[config.mk]
export PLATFORM = sky130hd
export DESIGN_NAME = cei_event_interrupt_unit
export DESIGN_NICKNAME = d
export VERILOG_FILES = /design/src/cei_pkg.sv /design/src/cei_hold_if.sv /design/src/cei_event_interrupt_unit.sv /design/src/cei_hold_timer.sv
export SDC_FILE = /design/constraint.sdc
export NUM_CORES = 1
export LEC_CHECK = 0
export BUFFER_PORTS_ARGS = -buffer_cell sky130_fd_sc_hd__buf_2
export CAP_MARGIN = 30
export CORE_MARGIN = 3
export CORE_UTILIZATION = 53
export DETAILED_ROUTE_END_ITERATION = 12
export PLACE_DENSITY = 0.9
export SKIP_CTS_REPAIR_TIMING = 1
export SYNTH_ARGS = -nofsm -noshare
export SYNTH_HDL_FRONTEND = slang
export SYNTH_SLANG_ARGS = --single-unit
[constraint.sdc]
create_clock -name ref_clk -period 1.5 [get_ports ref_clk]
set_input_delay 0 -clock ref_clk [delete_from_list [all_inputs] [get_ports ref_clk]]
set_output_delay 0 -clock ref_clk [all_outputs]
set_load 0.005 [all_outputs]
[src/cei_pkg.sv]
// Constants shared by the CAN event interrupt unit and its hold timer
package cei_pkg;
    // Register addresses on the internal register port
    localparam logic [7:0] CEI_ADDR_RR_LOW = 8'h04;
    localparam logic [7:0] CEI_ADDR_RR_HIGH = 8'h05;
    localparam logic [7:0] CEI_ADDR_MASK = 8'h0a;
    localparam logic [7:0] CEI_ADDR_FLAGS = 8'h11;
    // Reset values
    localparam logic [7:0] CEI_FLAGS_RESET = 8'h00;
    localparam logic [7:0] CEI_MASK_RESET = 8'h00;
    localparam logic [15:0] CEI_RR_RESET = 16'h0000;
    localparam logic [7:0] CEI_RDATA_RESET = 8'h00;
    // Flag and enable bit positions
    localparam int CEI_BIT_RX = 0;
    localparam int CEI_BIT_TX = 1;
    localparam int CEI_BIT_WARN = 2;
    localparam int CEI_BIT_REMOTE = 3;
    localparam int CEI_BIT_WAKE = 4;
    localparam int CEI_BIT_BUSOFF = 5;
    localparam int CEI_BIT_PASSIVE = 6;
    localparam int CEI_BIT_TCHK = 7;
    // Error counter thresholds
    localparam logic [7:0] CEI_WARN_LEVEL = 8'h60;
    localparam logic [7:0] CEI_PASSIVE_LEVEL = 8'h80;
    localparam logic [2:0] CEI_TCHK_LIMIT = 3'h4;
    localparam logic [2:0] CEI_TCHK_CNT_RESET = 3'h0;
    // Interrupt hold: bit ticks to see so a full bit time has elapsed
    localparam logic [1:0] CEI_MIN_ACTIVE_BITS = 2'h1;
    localparam logic [1:0] CEI_HOLD_TICKS = CEI_MIN_ACTIVE_BITS + 2'h1;
    localparam logic [1:0] CEI_HOLD_RESET = 2'h0;
    // Hold timer states
    typedef enum logic {
        CEI_T_IDLE = 1'b0,
        CEI_T_RUN = 1'b1
    } cei_hold_state_t;
endpackage

[src/cei_hold_if.sv]
// Link between the interrupt unit and its minimum-active hold timer
`timescale 1ns/10ps
interface cei_hold_if;
    logic start;
    logic bitTick;
    logic held;
    modport unit (output start, output bitTick, input held);
    modport timer (input start, input bitTick, output held);
endinterface

[src/cei_event_interrupt_unit.sv]
// CAN event interrupt unit: event flags, enable mask, receive-ready bits, interrupt output
`timescale 1ns/10ps
module cei_event_interrupt_unit
    import cei_pkg::*;
(
    input wire logic ref_clk,
    input wire logic reset,
    input wire logic [7:0] regAddr,
    input wire logic regWr,
    input wire logic [7:0] regWrData,
    input wire logic regRd,
    output logic [7:0] regRdData,
    input wire logic rxStoredPulse,
    input wire logic [3:0] rxObjIdx,
    input wire logic txDonePulse,
    input wire logic remoteFramePulse,
    input wire logic wakeupPulse,
    input wire logic busOffEnterPulse,
    input wire logic [7:0] recErrCnt,
    input wire logic [7:0] txErrCnt,
    input wire logic txCheckEnable,
    input wire logic txCheckErrPulse,
    input wire logic txCheckClear,
    input wire logic bitTick,
    output logic busOffRequest,
    output logic intOut
);
    logic [7:0] flags_ff;
    logic [7:0] nxt_flags;
    logic [7:0] mask_ff;
    logic [7:0] nxt_mask;
    logic [15:0] rxReady_ff;
    logic [15:0] nxt_rxReady;
    logic [7:0] rdData_ff;
    logic [7:0] nxt_rdData;
    logic [2:0] tchkCnt_ff;
    logic [2:0] nxt_tchkCnt;
    logic warnPrev_ff;
    logic nxt_warnPrev;
    logic passPrev_ff;
    logic nxt_passPrev;
    logic intOut_ff;
    logic nxt_intOut;
    logic [7:0] setEv;
    logic [7:0] clrEv;
    logic [15:0] rrSet;
    logic [15:0] rrClr;
    logic warnNow;
    logic passNow;
    logic tcLimitHit;
    logic pending;
    logic wrFlags;
    logic wrMask;

    cei_hold_if hif ();

    cei_hold_timer u_hold (
        .ref_clk(ref_clk),
        .reset(reset),
        .hif(hif)
    );

    ////////////////////////////////////////////////////////////////////////
    // Event detection
    always_comb begin
        warnNow = (recErrCnt >= CEI_WARN_LEVEL) || (txErrCnt >= CEI_WARN_LEVEL);
        passNow = (recErrCnt >= CEI_PASSIVE_LEVEL) || (txErrCnt >= CEI_PASSIVE_LEVEL);
        tcLimitHit = txCheckEnable && txCheckErrPulse && (tchkCnt_ff == CEI_TCHK_LIMIT - 3'h1);
        nxt_warnPrev = warnNow;
        nxt_passPrev = passNow;
        nxt_tchkCnt = tchkCnt_ff;
        if (txCheckClear) begin
            nxt_tchkCnt = CEI_TCHK_CNT_RESET;
        end else if (txCheckEnable && txCheckErrPulse && (tchkCnt_ff != CEI_TCHK_LIMIT)) begin
            nxt_tchkCnt = tchkCnt_ff + 3'h1;
        end
        setEv = 8'h00;
        setEv[CEI_BIT_RX] = rxStoredPulse;
        setEv[CEI_BIT_TX] = txDonePulse;
        setEv[CEI_BIT_WARN] = warnNow && !warnPrev_ff;
        setEv[CEI_BIT_REMOTE] = remoteFramePulse;
        setEv[CEI_BIT_WAKE] = wakeupPulse;
        setEv[CEI_BIT_BUSOFF] = busOffEnterPulse || tcLimitHit;
        setEv[CEI_BIT_PASSIVE] = passNow && !passPrev_ff;
        setEv[CEI_BIT_TCHK] = tcLimitHit;
    end

    ////////////////////////////////////////////////////////////////////////
    // Register writes: flags and ready bits clear on zero (receive flag only while no ready bit is set), set wins
    always_comb begin
        wrFlags = regWr && (regAddr == CEI_ADDR_FLAGS);
        wrMask = regWr && (regAddr == CEI_ADDR_MASK);
        clrEv = wrFlags ? ~regWrData : 8'h00;
        if (|rxReady_ff) begin
            clrEv[CEI_BIT_RX] = 1'b0;
        end
        rrSet = 16'h0000;
        rrSet[rxObjIdx] = rxStoredPulse;
        rrClr = 16'h0000;
        if (regWr && (regAddr == CEI_ADDR_RR_LOW)) begin
            rrClr[7:0] = ~regWrData;
        end
        if (regWr && (regAddr == CEI_ADDR_RR_HIGH)) begin
            rrClr[15:8] = ~regWrData;
        end
        nxt_rxReady = (rxReady_ff & ~rrClr) | rrSet;
        nxt_flags = (flags_ff & ~clrEv) | setEv;
        nxt_mask = wrMask ? regWrData : mask_ff;
    end

    ////////////////////////////////////////////////////////////////////////
    // Read data, answered one cycle after the read strobe
    always_comb begin
        nxt_rdData = rdData_ff;
        if (regRd) begin
            unique case (regAddr)
                CEI_ADDR_RR_LOW: nxt_rdData = rxReady_ff[7:0];
                CEI_ADDR_RR_HIGH: nxt_rdData = rxReady_ff[15:8];
                CEI_ADDR_MASK: nxt_rdData = mask_ff;
                CEI_ADDR_FLAGS: nxt_rdData = flags_ff;
                default: nxt_rdData = 8'h00;
            endcase
        end
    end

    ////////////////////////////////////////////////////////////////////////
    // Interrupt output with minimum active time
    always_comb begin
        pending = |(flags_ff & mask_ff);
        hif.start = !intOut_ff && pending;
        hif.bitTick = bitTick;
        nxt_intOut = pending || (intOut_ff && hif.held);
    end

    // State registers
    always_ff @(posedge ref_clk) begin
        if (reset) begin
            flags_ff <= CEI_FLAGS_RESET;
            mask_ff <= CEI_MASK_RESET;
            rxReady_ff <= CEI_RR_RESET;
            rdData_ff <= CEI_RDATA_RESET;
            tchkCnt_ff <= CEI_TCHK_CNT_RESET;
            warnPrev_ff <= 1'b0;
            passPrev_ff <= 1'b0;
            intOut_ff <= 1'b0;
        end else begin
            flags_ff <= nxt_flags;
            mask_ff <= nxt_mask;
            rxReady_ff <= nxt_rxReady;
            rdData_ff <= nxt_rdData;
            tchkCnt_ff <= nxt_tchkCnt;
            warnPrev_ff <= nxt_warnPrev;
            passPrev_ff <= nxt_passPrev;
            intOut_ff <= nxt_intOut;
        end
    end

    assign regRdData = rdData_ff;
    assign intOut = intOut_ff;
    assign busOffRequest = (tchkCnt_ff == CEI_TCHK_LIMIT);
endmodule

[src/cei_hold_timer.sv]
// Hold timer that keeps the interrupt output up for at least one bit time
`timescale 1ns/10ps
module cei_hold_timer
    import cei_pkg::*;
(
    input wire logic ref_clk,
    input wire logic reset,
    cei_hold_if.timer hif
);
    cei_hold_state_t state_ff;
    cei_hold_state_t nxt_state;
    logic [1:0] tickCnt_ff;
    logic [1:0] nxt_tickCnt;

    // Restart on each new assertion, count bit ticks until a full bit passed
    always_comb begin
        nxt_state = state_ff;
        nxt_tickCnt = tickCnt_ff;
        if (hif.start) begin
            nxt_state = CEI_T_RUN;
            nxt_tickCnt = CEI_HOLD_RESET;
        end else begin
            unique case (state_ff)
                CEI_T_IDLE: begin
                    nxt_tickCnt = CEI_HOLD_RESET;
                end
                CEI_T_RUN: begin
                    if (hif.bitTick) begin
                        nxt_tickCnt = tickCnt_ff + 2'h1;
                        if (tickCnt_ff + 2'h1 == CEI_HOLD_TICKS) begin
                            nxt_state = CEI_T_IDLE;
                        end
                    end
                end
            endcase
        end
    end

    // State registers
    always_ff @(posedge ref_clk) begin
        if (reset) begin
            state_ff <= CEI_T_IDLE;
            tickCnt_ff <= CEI_HOLD_RESET;
        end else begin
            state_ff <= nxt_state;
            tickCnt_ff <= nxt_tickCnt;
        end
    end

    assign hif.held = (state_ff == CEI_T_RUN);
endmodule

==> flow_summary.yaml <==
setup_path:
  end_kind: "flip-flop"
  crit_fanout: 2
  crit_family: "simple AND/OR/NAND/NOR gates"
  critPathSlowestCell: "dfxtp_2"
  max_stage_delay_ps: 340
  start_kind: "flip-flop"
  regToRegStartpoint: "tchkCnt_ff[0]"
  critPathKind: "flip-flop to flip-flop"
  critPathArrivalTime_ps: 1670
  rrSetupSlack_ps: 50
  crit_chain: "inv_1 > ha_1 > and2_1 > or2_4 > mux2i_1 > nor3_1"
  cp.required_ps: 1720
  r2r_end: "tchkCnt_ff[1]"
  critPathBufInv: 1
  ff2ff_path_depth: 6
final_layout:
  layout-drive-gt1-share_pct: 26.81
  layout.area.seq_um2: 982.2
  fin_cells: 382
  multi_input_area_um2: 1354
  num_antenna_cells: 0
  final_nets: 384
  num-fill-cells: 333
  area_growth_syn_to_layout_pct: 20.96
run_status:
  violations: "hold timing"
  status: "complete, but fails checks"
yosys:
  synth_area_leaders: "dfxtp_1 (40%), a21oi_1 (4.9%), o21ai_0 (4.7%)"
  synth_common_cells: "dfxtp_1 (49), a21oi_1 (24), o21ai_0 (23)"
  synth_ff_type: "dfxtp_1"
  synth-seq-area-share_pct: 40.37
  syn_nets: 320
  syn_avg_cell_area_um2: 9.100
  yosys.area.top_type: "dfxtp_1"
  synth_cells: 267
  netlist.area_leader.share_pct: 40.37
  ys_ff_latch: 49
  yosysWarnings: 0
  syn-cell-area_um2: 2430
  async_flop_share_pct: 0
  ys_types: 50
  synth_most_common_cell: "dfxtp_1"
  synth-edff-count: 0
timing:
  setup-violations-final: 0
  fin_crit_sh_pct: 96.34
  worst_pin_slew_ps: 555.2
  relSlewSlack_pct: 62.99
  fmaxAchievable_ghz: 0.6920
  hold_ws_ps: -31.77
  period_needed_ps: 1445
  hold_viol: 3
  setup_slack_ps: 54.85
  slew_violations: 0
  finClkSkew_ps: 7.149
die:
  start_util_pct: 57.83
  ios: 59
  dieArea_um2: 5433
  die_h_um: 73.71
  rows: 23
  placeableCoreArea_um2: 4202
  die_w_um: 73.71
detailed_routing:
  via_per_inst: 6.065
  wl_mm: 6.267
  wire_per_inst_um: 16.41
  dr.pass1.iters: 6
  ant_nets: 0
  vias: 2317
  drc_errors: 0
  dr.first_iter.drc_count: 148
clocking:
  clockBufferDepth: 2
  clock_latency_ps: 310
  cts.clk_slew.worst_paths_ps: 90
  cts_root_buffer: "clkbuf_8"
  htreeDepth: 2
  clock_sinks: 49
  numCtsBuffers: 5
  cts_tree: "built"
worst_hold_path:
  whs_path_depth: 3
  hold_class: "primary input to flip-flop"
  min_to: "mask_ff[3]"
  worstHoldStart: "regWrData[3]"
grt:
  grt_overflow: 0
  grtUsageTotal_pct: 22.94
  grt_pass1_wl_mm: 9.577
  grt_max_degree: 30
  antenna_found_initial: 0
  grt_pass1_vias: 2086
job:
  cap_violations: 0
power:
  p_leak_nw: 1.248
  power_density_nw_per_um2: 811.6
  max-vdd-ir-drop_mv: 0.7120
placement:
  place.gp.congestion: 0.8447
  place_ws_ps: 28.39
  dp.cells: 364
  dp_hpwl_mm: 4.458
  io_buffers: 48
final cells by class:
type                            instances  share of cell area [%]
Clock buffer                            7                   2.597
Timing Repair Buffer                   68                   14.13
Sequential cell                        49                   33.42
Multi-Input combinational cell        196                   46.06
Tap cell                               50                   2.129
Clock inverter                          1                  0.2554
Inverter                               11                   1.405
worst register-to-register path, stage by stage, from the launching register on:
cell and delay (ps):
dfxtp_2 340, inv_1 80, ha_1 220, and2_1 160, or2_4 270, mux2i_1 120, nor3_1 180
through the flow:
step                cell area (µm²)  hold WS (ps)  util [%]  power (mW)  setup TNS [ps]
global route                   2939         5.118     69.95       2.467          -30.65
floorplan                      2430         76.04         -       1.507               0
detailed placement             2733         201.5     65.04       1.616               0
global placement               2733         202.9     65.04       1.607               0
CTS                            2816        -125.2     67.03       2.353               0
finish                         2939        -31.77     69.95       2.385               0
per-layer routing:
metal | GRT usage, % | up-vias | wire length [µm]
li1 | - | 1115 | -
met1 | 29.98 | 1070 | 2613
met2 | 36.42 | 102 | 2965
met3 | 5.062 | 30 | 454
met4 | 9.457 | 0 | 233
met5 | 0 | - | 0
how the worst max path moves through the flow:
stage,from,to,cells past startpoint
final,tchkCnt_ff[0],tchkCnt_ff[1],6
after global routing,tchkCnt_ff[0],tchkCnt_ff[1],6
after detailed placement,flags_ff[3],u_hold.tickCnt_ff[1],5
after global placement,flags_ff[3],u_hold.tickCnt_ff[1],5
after CTS,flags_ff[3],u_hold.tickCnt_ff[1],5
after floorplan,tchkCnt_ff[0],tchkCnt_ff[1],6
logic make-up (layout without fill, tap and decap cells):
logic type / count (synthesis) / count (layout) / synth area share (%)
AO/OA/AOI/OAI: 94 / 94 / 27.34
AND/OR/NAND/NOR: 87 / 87 / 21.01
flip-flops: 49 / 49 / 40.37
buffers and inverters: 22 / 87 / 4.789
multiplexers: 9 / 9 / 3.708
adder cells (fa/ha/maj): 4 / 4 / 2.060
XOR/XNOR: 2 / 2 / 0.7210
where the power goes:
part / leakage, nW / internal (mW) / total [mW] / switching, mW
sequential: 0.399 / 1.33 / 1.36 / 0.0254
clock: 0.0385 / 0.330 / 0.763 / 0.433
combinational: 0.811 / 0.121 / 0.267 / 0.146
layout by cell type (no fill, tap or decap), drive strengths merged, types with 4 or more instances in the layout:
master and count:
a211oi 8, clkbuf 7, nor2b 5, a221oi 10
a21oi 25, ha 4, and2b 8, nor2 16
nand2 16, o21ai 23, nand4 6, inv 11
dfxtp 49, a22o 18, nand3 5, nor3 6
dlygate4sd3 10, or2b 7, and2 4, buf 58
mux2i 9
sequential cells by signal, indices dropped and copies added (netlist names), 2 cells and up:
name and flops:
mask_ff 8, u_hold.tickCnt_ff 2, regRdData 8, tchkCnt_ff 3
rxReady_ff 16, flags_ff 8
Note: power is estimated with default switching activity, not from simulation.
